[src/verilog/mrsi_pkg.sv]
`default_nettype none
package mrsi_pkg;
  // Bit symbols exchanged with the link layer
  localparam logic BIT_ZERO = 1'h0;
  localparam logic BIT_ONE = 1'h1;
  // Half-bit line levels
  localparam logic LEVEL_LOW = 1'h0;
  localparam logic LEVEL_HIGH = 1'h1;
  // Unchanged half-bit symbols tolerated before carrier is lost
  localparam logic [2:0] CARRIER_IDLE_LIMIT = 3'h3;
  // Decoded bits remembered for the alternation check
  localparam logic [1:0] SYNC_HISTORY = 2'h2;
  localparam logic [2:0] SYNC_PATTERN_A = 3'h2;
  localparam logic [2:0] SYNC_PATTERN_B = 3'h5;
  // Transmit half-bit timing
  localparam int CLOCK_PERIOD_NS = 50;
  localparam int HALF_BIT_NS = 500;
  localparam int HALF_BIT_CYCLES = (HALF_BIT_NS + CLOCK_PERIOD_NS - 1) / CLOCK_PERIOD_NS;
  localparam int TX_FIFO_DEPTH = 16;
  localparam int TX_FIFO_WIDTH = 1;

  typedef struct packed {
    logic carrier;
    logic decode_error;
    logic sync;
  } mrsi_status_t;

  localparam mrsi_status_t STATUS_RESET = '{carrier: 1'h0, decode_error: 1'h0, sync: 1'h0};

  typedef enum logic [1:0] {
    TX_IDLE,
    TX_FIRST,
    TX_SECOND
  } mrsi_tx_state_t;
endpackage
`default_nettype wire

[src/verilog/mrsi_fifo.sv]
`timescale 1ns/1ns
`default_nettype none
module mrsi_fifo #(
  parameter int WIDTH = 1,
  parameter int DEPTH = 16
) (
  input wire logic clock,
  input wire logic rstn,
  input wire logic in_valid,
  output logic in_ready,
  input wire logic [WIDTH-1:0] in_data,
  output logic out_valid,
  input wire logic out_ready,
  output logic [WIDTH-1:0] out_data
);
  localparam int AW = (DEPTH > 1) ? $clog2(DEPTH) : 1;
  localparam logic [AW:0] FULL_COUNT = (AW+1)'(DEPTH);
  localparam logic [AW-1:0] LAST_INDEX = AW'(DEPTH - 1);

  logic [WIDTH-1:0] mem [DEPTH];
  logic [AW-1:0] wr_ptr, rd_ptr, next_wr_ptr, next_rd_ptr;
  logic [AW:0] count, next_count;
  logic push, pop;

  assign in_ready = (count != FULL_COUNT);
  assign out_valid = (count != '0);
  assign out_data = mem[rd_ptr];
  assign push = in_valid && in_ready;
  assign pop = out_valid && out_ready;

  always_comb begin
    next_wr_ptr = wr_ptr;
    next_rd_ptr = rd_ptr;
    next_count = count;
    if (push) begin
      next_wr_ptr = (wr_ptr == LAST_INDEX) ? '0 : wr_ptr + AW'(1);
    end
    if (pop) begin
      next_rd_ptr = (rd_ptr == LAST_INDEX) ? '0 : rd_ptr + AW'(1);
    end
    if (push && !pop) begin
      next_count = count + (AW+1)'(1);
    end else if (pop && !push) begin
      next_count = count - (AW+1)'(1);
    end
  end

  always_ff @(posedge clock or negedge rstn) begin
    if (!rstn) begin
      wr_ptr <= '0;
      rd_ptr <= '0;
      count <= '0;
    end else begin
      wr_ptr <= next_wr_ptr;
      rd_ptr <= next_rd_ptr;
      count <= next_count;
    end
  end

  // Storage needs no reset; empty flag hides stale words
  always_ff @(posedge clock) begin
    if (push) begin
      mem[wr_ptr] <= in_data;
    end
  end
endmodule
`default_nettype wire

[src/verilog/mrsi_core.sv]
`timescale 1ns/1ns
`default_nettype none
module mrsi_core
  import mrsi_pkg::*;
#(
  parameter int HALF_CYCLES = HALF_BIT_CYCLES,
  parameter int FIFO_DEPTH = TX_FIFO_DEPTH
) (
  input wire logic clock,
  input wire logic rstn,
  input wire logic half_bit_level,
  input wire logic half_bit_strobe,
  output mrsi_status_t status,
  output mrsi_status_t indication,
  output logic bit_transfer,
  output logic bit_transfer_valid,
  input wire logic link_bit,
  input wire logic link_bit_valid,
  output logic link_bit_ready,
  output logic tx_half_bit_level,
  output logic tx_enable_n,
  output logic tx_busy
);
  localparam logic [15:0] HALF_LAST = 16'(HALF_CYCLES - 1);

  // Receive state
  mrsi_status_t next_status, next_indication;
  logic prev_level, next_prev_level;
  logic have_level, next_have_level;
  logic [2:0] same_count, next_same_count;
  logic phase, next_phase;
  logic first_level, next_first_level;
  logic [1:0] hist, next_hist;
  logic [1:0] hist_cnt, next_hist_cnt;
  logic next_bit_transfer, next_bit_transfer_valid;
  logic changed, dec_valid, pair_bad;

  assign changed = half_bit_strobe && have_level && (half_bit_level != prev_level);

  always_comb begin
    next_status = status;
    next_prev_level = prev_level;
    next_have_level = have_level;
    next_same_count = same_count;
    next_phase = phase;
    next_first_level = first_level;
    next_hist = hist;
    next_hist_cnt = hist_cnt;
    next_bit_transfer = bit_transfer;
    next_bit_transfer_valid = 1'h0;
    dec_valid = 1'h0;
    pair_bad = 1'h0;
    if (half_bit_strobe) begin
      next_prev_level = half_bit_level;
      next_have_level = 1'h1;
      if (changed) begin
        next_same_count = '0;
        next_status.carrier = 1'h1;
      end else if (have_level && same_count != CARRIER_IDLE_LIMIT) begin
        next_same_count = same_count + 3'h1;
      end
      if (!status.carrier) begin
        // The edge that wakes carrier marks a mid-cell, so it is a whole pair
        next_phase = 1'h0;
        dec_valid = changed;
      end else if (!changed && same_count == CARRIER_IDLE_LIMIT) begin
        next_status.carrier = 1'h0;
        next_status.sync = 1'h0;
        next_hist_cnt = '0;
        next_phase = 1'h0;
      end else if (!phase) begin
        next_first_level = half_bit_level;
        next_phase = 1'h1;
      end else if (first_level != half_bit_level) begin
        dec_valid = 1'h1;
        next_phase = 1'h0;
      end else begin
        // Slip one half-bit to regain cell alignment
        pair_bad = 1'h1;
        next_first_level = half_bit_level;
      end
    end
    if (dec_valid) begin
      next_status.decode_error = 1'h0;
      if (status.sync) begin
        next_bit_transfer = (half_bit_level == LEVEL_HIGH) ? BIT_ONE : BIT_ZERO;
        next_bit_transfer_valid = 1'h1;
      end
      if (hist_cnt == SYNC_HISTORY && ({hist, half_bit_level} == SYNC_PATTERN_A ||
          {hist, half_bit_level} == SYNC_PATTERN_B)) begin
        next_status.sync = 1'h1;
      end
      next_hist = {hist[0], half_bit_level};
      if (hist_cnt != SYNC_HISTORY) begin
        next_hist_cnt = hist_cnt + 2'h1;
      end
    end
    if (pair_bad) begin
      next_status.decode_error = 1'h1;
      next_hist_cnt = '0;
    end
    next_indication = next_status ^ status;
  end

  always_ff @(posedge clock or negedge rstn) begin
    if (!rstn) begin
      status <= STATUS_RESET;
      indication <= STATUS_RESET;
      prev_level <= LEVEL_LOW;
      have_level <= 1'h0;
      same_count <= '0;
      phase <= 1'h0;
      first_level <= LEVEL_LOW;
      hist <= '0;
      hist_cnt <= '0;
      bit_transfer <= BIT_ZERO;
      bit_transfer_valid <= 1'h0;
    end else begin
      status <= next_status;
      indication <= next_indication;
      prev_level <= next_prev_level;
      have_level <= next_have_level;
      same_count <= next_same_count;
      phase <= next_phase;
      first_level <= next_first_level;
      hist <= next_hist;
      hist_cnt <= next_hist_cnt;
      bit_transfer <= next_bit_transfer;
      bit_transfer_valid <= next_bit_transfer_valid;
    end
  end

  // Transmit path: requests queue so the link layer can run ahead of the line
  logic fifo_valid, fifo_bit, fifo_pop;
  mrsi_tx_state_t tx_state, next_tx_state;
  logic [15:0] half_cnt, next_half_cnt;
  logic tx_bit, next_tx_bit;
  logic next_tx_half_bit_level;

  mrsi_fifo #(
    .WIDTH(TX_FIFO_WIDTH),
    .DEPTH(FIFO_DEPTH)
  ) u_tx_fifo (
    .clock(clock),
    .rstn(rstn),
    .in_valid(link_bit_valid),
    .in_ready(link_bit_ready),
    .in_data(link_bit),
    .out_valid(fifo_valid),
    .out_ready(fifo_pop),
    .out_data(fifo_bit)
  );

  assign fifo_pop = fifo_valid && (tx_state == TX_IDLE ||
                    (tx_state == TX_SECOND && half_cnt == HALF_LAST));

  always_comb begin
    next_tx_state = tx_state;
    next_half_cnt = half_cnt;
    next_tx_bit = tx_bit;
    next_tx_half_bit_level = tx_half_bit_level;
    if (fifo_pop) begin
      next_tx_state = TX_FIRST;
      next_half_cnt = '0;
      next_tx_bit = fifo_bit;
      next_tx_half_bit_level = (fifo_bit == BIT_ONE) ? LEVEL_LOW : LEVEL_HIGH;
    end else begin
      unique case (tx_state)
        TX_IDLE: begin
          next_half_cnt = '0;
        end
        TX_FIRST: begin
          if (half_cnt == HALF_LAST) begin
            next_tx_state = TX_SECOND;
            next_half_cnt = '0;
            next_tx_half_bit_level = (tx_bit == BIT_ONE) ? LEVEL_HIGH : LEVEL_LOW;
          end else begin
            next_half_cnt = half_cnt + 16'h1;
          end
        end
        TX_SECOND: begin
          if (half_cnt == HALF_LAST) begin
            next_tx_state = TX_IDLE;
            next_half_cnt = '0;
          end else begin
            next_half_cnt = half_cnt + 16'h1;
          end
        end
      endcase
    end
  end

  always_ff @(posedge clock or negedge rstn) begin
    if (!rstn) begin
      tx_state <= TX_IDLE;
      half_cnt <= '0;
      tx_bit <= BIT_ZERO;
      tx_half_bit_level <= LEVEL_LOW;
    end else begin
      tx_state <= next_tx_state;
      half_cnt <= next_half_cnt;
      tx_bit <= next_tx_bit;
      tx_half_bit_level <= next_tx_half_bit_level;
    end
  end

  assign tx_busy = (tx_state != TX_IDLE);
  // Line driver enabled only while a cell is being sent
  assign tx_enable_n = (tx_state == TX_IDLE);
endmodule
`default_nettype wire

[config.mk]
export PLATFORM = sky130hd
export DESIGN_NAME = mrsi_core
export DESIGN_NICKNAME = d
export VERILOG_FILES = /design/src/verilog/mrsi_pkg.sv /design/src/verilog/mrsi_fifo.sv /design/src/verilog/mrsi_core.sv
export SDC_FILE = /design/constraint.sdc
export NUM_CORES = 1
export LEC_CHECK = 0
export BUFFER_PORTS_ARGS = -buffer_cell sky130_fd_sc_hd__buf_2
export CORE_MARGIN = 3
export CORE_UTILIZATION = 40
export DETAILED_ROUTE_END_ITERATION = 12
export PLACE_DENSITY = 0.7
export REMOVE_ABC_BUFFERS = 1
export SYNTH_ARGS = -nofsm -noshare
export SYNTH_HDL_FRONTEND = slang
export SYNTH_HIERARCHICAL = 1
export SYNTH_SLANG_ARGS = --single-unit
[constraint.sdc]
create_clock -name clock -period 2.55 [get_ports clock]
set_input_delay 0.255 -clock clock [delete_from_list [all_inputs] [get_ports clock]]
set_output_delay 0.255 -clock clock [all_outputs]
set_load 0.05 [all_outputs]
-- Word level (Yosys, flattened, before mapping)
Memories as Yosys holds them, arrays and structs flattened.
Index checks and enable logic that the tools add are counted.
- add/sub/neg operators: 7
- multipliers: 0
- div/mod/pow operators: 0
- order comparisons: 0
- equality and inequality tests: 17
- shift-type cells: 0
- muxes and demuxes: 54
- bitwise gates (word level): 2
- reduce and logical (&&, ||, !) cells: 30
- operators by type and width (cell ; count):
    $mux W1 ; 34
    $mux W16 ; 2
    $pmux W16 S2 ; 1
    $mux W2 ; 10
    $add A16 B1 Y16 const B ; 1
    $eq A16 B4 Y1 const B ; 1
    $logic_and A1 B1 Y1 ; 11
    $mux W5 ; 2
    $reduce_bool A2 Y1 ; 5
    $add A4 B1 Y4 const B ; 2
    $eq A4 B4 Y1 const B ; 2
    $mux W4 ; 2
    $eq A3 B2 Y1 const B ; 2
    $mux W3 ; 2
    $ne A3 B2 Y1 const B ; 2
    $reduce_and A2 Y1 ; 3
    $add A5 B1 Y5 const B ; 1
    $ne A5 B5 Y1 const B ; 1
    $reduce_bool A5 Y1 ; 1
    $sub A5 B1 Y5 const B ; 1
    $eq A2 B2 Y1 const B ; 2
    $ne A2 B2 Y1 const B ; 2
    $pmux W2 S2 ; 1
    $reduce_and A4 Y1 ; 1
    other kinds (14) ; 18
- register bits after elaboration: 52
- bits in latches: 0
- RAM bits: 16
- ROM bits: 0
- word-level logic and storage cells: 133
- memories: 1
- memory list (memory ; words ; width ; rd ports ; clocked after memory_dff ; write ports ; line ; RTL):
    u_tx_fifo.mem ; 16 ; 1 ; 1 ; 0 ; 1 ; mrsi_fifo.sv:20 ; logic [WIDTH-1:0] mem [DEPTH];

-- Longest topological paths before layout
- depth after elaboration: 11
- mapped depth: 13

-- Modules after synthesis
Netlist, hierarchy kept.
- by module, submodules not included (module ; instances ; cells each ; area an instance (um2) ; seq. area each (um2)):
    mrsi_core ; 1 ; 184 ; 1920.6 ; 975.9
    mrsi_fifo ; 1 ; 126 ; 1498.9 ; 805.8

-- Worst setup path before layout
OpenSTA, ideal clock, no wires.
- kind: register to register
- start: reg half_cnt[1]
- end: reg u_tx_fifo.count[4]
- data arrival time: 2702 ps
- data required time: 2470 ps
- slack: -232 ps
- cell stages (with the launch flop): 14
- path through: dfrtp_1 inv_1 ha_1 nor4bb_1 nand4_1 o21ai_2 o21ai_4 ha_1 inv_1 ha_1 a21o_1 a21oi_1 mux2i_1 xnor2_1
- longest elaborated chain between the ends: 8
- elaborated cells on any way between the ends: 10
- classes of those cells: eq/ne (1); mux (1); reduce/logical (8)
- ends and longest elaborated chain (what ; line ; RTL):
    from (decl) ; mrsi_core.sv:136 ; logic [15:0] half_cnt, next_half_cnt;
    from (signal assigned) ; mrsi_core.sv:201 ; half_cnt <= next_half_cnt;
    $eq A16 B4 Y1 * ; mrsi_core.sv:155 ; (tx_state == TX_SECOND && half_cnt == HALF_LAST));
    $logic_and A1 B1 Y1 * ; mrsi_core.sv:155 ;
    $logic_or A1 B1 Y1 * ; mrsi_core.sv:154 ; assign fifo_pop = fifo_valid && (tx_state == TX_IDLE ||
    $logic_and A1 B1 Y1 * ; mrsi_core.sv:154 ;
    named net fifo_pop ; mrsi_core.sv:134 ; logic fifo_valid, fifo_bit, fifo_pop;
    $logic_and A1 B1 Y1 * ; mrsi_fifo.sv:29 ; assign pop = out_valid && out_ready;
    $logic_not A1 Y1 ; mrsi_fifo.sv:41 ; if (push && !pop) begin
    $logic_and A1 B1 Y1 ; mrsi_fifo.sv:41 ;
    $mux W5 / $reduce_bool A2 Y1 (equally long branches) ; - ;
    to (signal assigned) ; mrsi_fifo.sv:56 ; count <= next_count;
    to (decl) ; mrsi_fifo.sv:22 ; logic [AW:0] count, next_count;
Mark *: on every way through the listed nets, which the timed path passes. The rest lies on a longest branch.
A chain may end at the register's enable or synchronous reset.

-- Worst setup path after layout
- start: reg u_tx_fifo.count[1]
- end: reg u_tx_fifo.count[4]
- longest elaborated chain between the ends: 6
- elaborated cells on any way between the ends: 14
- classes of those cells: add/sub (2); eq/ne (1); mux (2); reduce/logical (9)
- ends and longest elaborated chain (what ; line ; RTL):
    $reduce_bool A5 Y1 * ; mrsi_fifo.sv:26 ; assign out_valid = (count != '0);
    named net fifo_valid ; mrsi_core.sv:134 ;
    $logic_and A1 B1 Y1 * ; mrsi_core.sv:154 ;
    named net fifo_pop ; mrsi_core.sv:134 ;
    $logic_and A1 B1 Y1 * ; mrsi_fifo.sv:29 ;
    $logic_not A1 Y1 ; mrsi_fifo.sv:41 ;
    $logic_and A1 B1 Y1 ; mrsi_fifo.sv:41 ;
    $mux W5 / $reduce_bool A2 Y1 (equally long branches) ; - ;
Mark *: on every way through the listed nets, which the timed path passes. The rest lies on a longest branch. The select of a mux whose other input is x is not followed.

==> flow_summary.yaml <==
logic_synthesis:
  synthesis.instances: 310
  synth-seq-area-share: 0.521
  ys_seq_elements: 68
  synth_area_leaders: "dfrtp_1 38%, edfxtp_1 14%, ha_1 5.9%"
  synth_most_common_cell: "dfrtp_1"
  synth-warning-count: 6
  syn_area_per_cell_um2: 11.0
  synth_edf_count: 16
  synthTopCellsByCount: "52 x dfrtp_1, 37 x nor2_1, 22 x nand2_1"
  ys.flop_type: "dfrtp_1"
  ys_types: 58
  synth.largest_area_cell: "dfrtp_1"
  synth_top_area_share: 0.381
  syn-cell-area_um2: 3420
  async_reset_ff_frac: 0.765
timing:
  rsz0062_at_grt: "true"
  hold_violations: 0
  drv_slew: 0
  relSlewSlack: 0.558
  min_period_over_period: 1.01
  setup_slack_ns: -0.0280
  post-route-min-period_ns: 2.58
  setup_tns_ns: -0.0280
  fmax_mhz: 388
  skew_ns: 0.00848
  setup_viol: 1
  worst_slew_pin_slew_ns: 0.663
place:
  gp_congestion: 0.873
  portBuffers: 17
  dpl_cell_area_um2: 3850
  hpwl_mm: 4.50
  place_inst: 459
  place_ws_ns: -0.247
die:
  dieArea_um2: 9690
  start_util: 0.414
  core_area_um2: 8260
  fp.dieH_um: 98.5
  row_count: 33
  io-pin-count: 18
  die_w_um: 98.5
power:
  leakage_nw: 1.82
  netSwitchingFraction: 0.396
  irDropWorstVdd_v: 0.000732
  clockPowerShare: 0.179
  seq_power_share: 0.354
  power.density_nw_per_um2: 1160
  power_frac_comb: 0.467
  p_sw_mw: 1.91
  power_mw: 4.83
  p_int_mw: 2.92
cells_and_area:
  fin_cells: 479
  area_delta_synth_final_pct: 21.3
  finalNetCount: 392
  final_area_um2: 4150
  final_layout_size_suffix_gt1_frac: 0.243
  fill_cells: 758
  num_antenna_cells: 0
grt:
  top_usage_layer: "met2"
  grt_pass1_wl_mm: 11.1
  grtUsageTotal: 0.143
  grtUsageMet2: 0.235
  use_met3: 0.0545
  grt_start_max_net_pins: 53
  grt_pass1_vias: 2416
  grt-ovfl-total: 0
  grt_antenna_before_repair: 0
  use_met1: 0.171
detailed_routing:
  drt_iter0_drc: 89
  antenna_left: 0
  drc: 0
  via_per_inst: 5.12
  post_drt_wl_per_cell_um: 13.4
  routed_wl_mm: 6.41
  vias: 2453
  drt_first_pass_iters: 4
cts:
  cts.sinks: 68
  htreeDepth: 3
  tritoncts: "done"
  root_buffer: "clkbuf_8"
  clockBufferDepth: 2
  cts_buffers: 9
  clk_pin_slew_worst_paths_ns: 0.07
  clkLatencyLatePin_ns: 0.35
run_status:
  status: "finished with violations"
  violations: "negative setup slack"
critical_path:
  reg2reg_from: "u_tx_fifo/count[1]"
  critPathSlowestCell: "dfrtp_1"
  critPathLaunchType: "flop"
  rr_endpoint: "u_tx_fifo/count[4]"
  worstPathCellList: "nor4_2 > nand2b_1 > nand2_1 > o21ai_2 > o21ai_4 > ha_4 > inv_4 > buf_6 > fa_2 > a21o_1 > a21oi_2 > mux2i_1 > xnor2_1"
  critPathArrivalTime_ns: 2.85
  crit_fanout: 4
  cpPeakStageDelay_ns: 0.41
  cp.required_ns: 2.82
  critical_path_class: "reg -> reg"
  worst_setup_path_end_kind: "flop"
  r2r_cells: 13
  r2r_slack_ns: -0.03
worst_hold_path:
  min_path_type: "in -> async"
run:
  cap_violations: 0
[stage by stage]
stage | util | hold WS, ns
after floorplan | - | -0.0406
after global placement | 0.467 | 0.421
after detailed placement | 0.467 | 0.427
after CTS | 0.501 | 0.0421
after global routing | 0.502 | 0.0781
final | 0.502 | 0.00652
[layout make-up]
cell class              instances  area [um^2]  area share
well taps                     105          131      0.0317
repair buffers                 55          374      0.0902
multi-input cells             219         1610       0.388
clock buffers                  14          153      0.0368
clock inverters                 2         35.0     0.00845
inverters                      16         62.6      0.0151
flip-flops and latches         68         1780       0.430
[kinds of logic after synthesis]
family | count (synthesis) | share of synthesized area
xor+xnor | 23 | 0.0611
buf+inv | 23 | 0.0285
compound gates | 50 | 0.102
flops | 68 | 0.521
fa+ha+maj | 17 | 0.0644
simple gates | 112 | 0.161
mux | 17 | 0.0615
[placed cells by master (no fill, tap or decap), types with 3 or more instances in the layout]
cell / n
a21o_1: 6
a21oi_1: 3
and3_1: 3
buf_2: 17
buf_4: 37
clkbuf_1: 4
clkbuf_8: 10
dfrtp_1: 52
edfxtp_1: 16
ha_1: 14
inv_1: 15
mux2_1: 5
mux2i_1: 6
nand2_1: 21
nand2b_1: 3
nand3_1: 12
nand4_1: 4
nor2_1: 37
nor3_1: 13
nor4_1: 4
nor4_2: 3
o21a_1: 3
o21ai_0: 11
xnor2_1: 17
xor2_1: 5
[worst max path at each step]
stage | from | end | cells past startpoint
CTS | u_tx_fifo/count[3] | u_tx_fifo/count[4] | 13
finish | u_tx_fifo/count[1] | u_tx_fifo/count[4] | 13
detailed placement | half_cnt[1] | u_tx_fifo/count[4] | 13
global placement | half_cnt[1] | u_tx_fifo/count[4] | 13
floorplan | half_cnt[1] | u_tx_fifo/count[4] | 13
global route | u_tx_fifo/count[1] | u_tx_fifo/count[4] | 13
[per-layer routing]
| layer | routed length, um | vias to the layer above |
|---|---|---|
| met4 | 85 | 0 |
| met1 | 2850 | 1178 |
| met2 | 3190 | 37 |
| met3 | 288 | 9 |
| met5 | 0 | - |
| li1 | - | 1229 |
[sequential cells by signal (all words and copies together), names as in the netlist]
| signal | flops |
|---|---|
| half_cnt | 16 |
| u_tx_fifo/mem | 16 |
| u_tx_fifo/count | 5 |
| u_tx_fifo/rd_ptr | 4 |
| u_tx_fifo/wr_ptr | 4 |
| indication | 3 |
| same_count | 3 |
| status | 3 |
| hist | 2 |
| hist_cnt | 2 |
| tx_state | 2 |
| bit_transfer | 1 |
| bit_transfer_valid | 1 |
| first_level | 1 |
| have_level | 1 |
| phase | 1 |
| prev_level | 1 |
| tx_bit | 1 |
| tx_half_bit_level | 1 |
[what timing repair did]
action,CTS,global route
hold buffers,0,0
pin swaps,10,11
setup endpoints to repair,3,4
setup buffers,4,0
resized for setup,13,2
[worst max-delay path: cells and delay by family (launching register included)]
kind / cells / cell delay [ns]
adders and majority gates: 2 / 0.50
xor gates and xnor gates: 1 / 0.14
and+or+nand+nor: 3 / 0.59
buffers and inverters: 2 / 0.16
AOI/OAI and AO/OA: 4 / 0.47
muxes: 1 / 0.23
DFF: 1 / 0.41
[power groups by stage]
stage          clock [mW]  combinational [mW]  sequential [mW]
2_1_floorplan           0                1.26             1.89
3_3_place_gp            0                2.04             1.71
3_5_place_dp            0                2.11             1.73
4_1_cts             0.889                2.25             1.71
5_1_grt             0.941                2.51             1.76
6_report            0.863                2.25             1.71
Power figures use the tool's default switching activity.
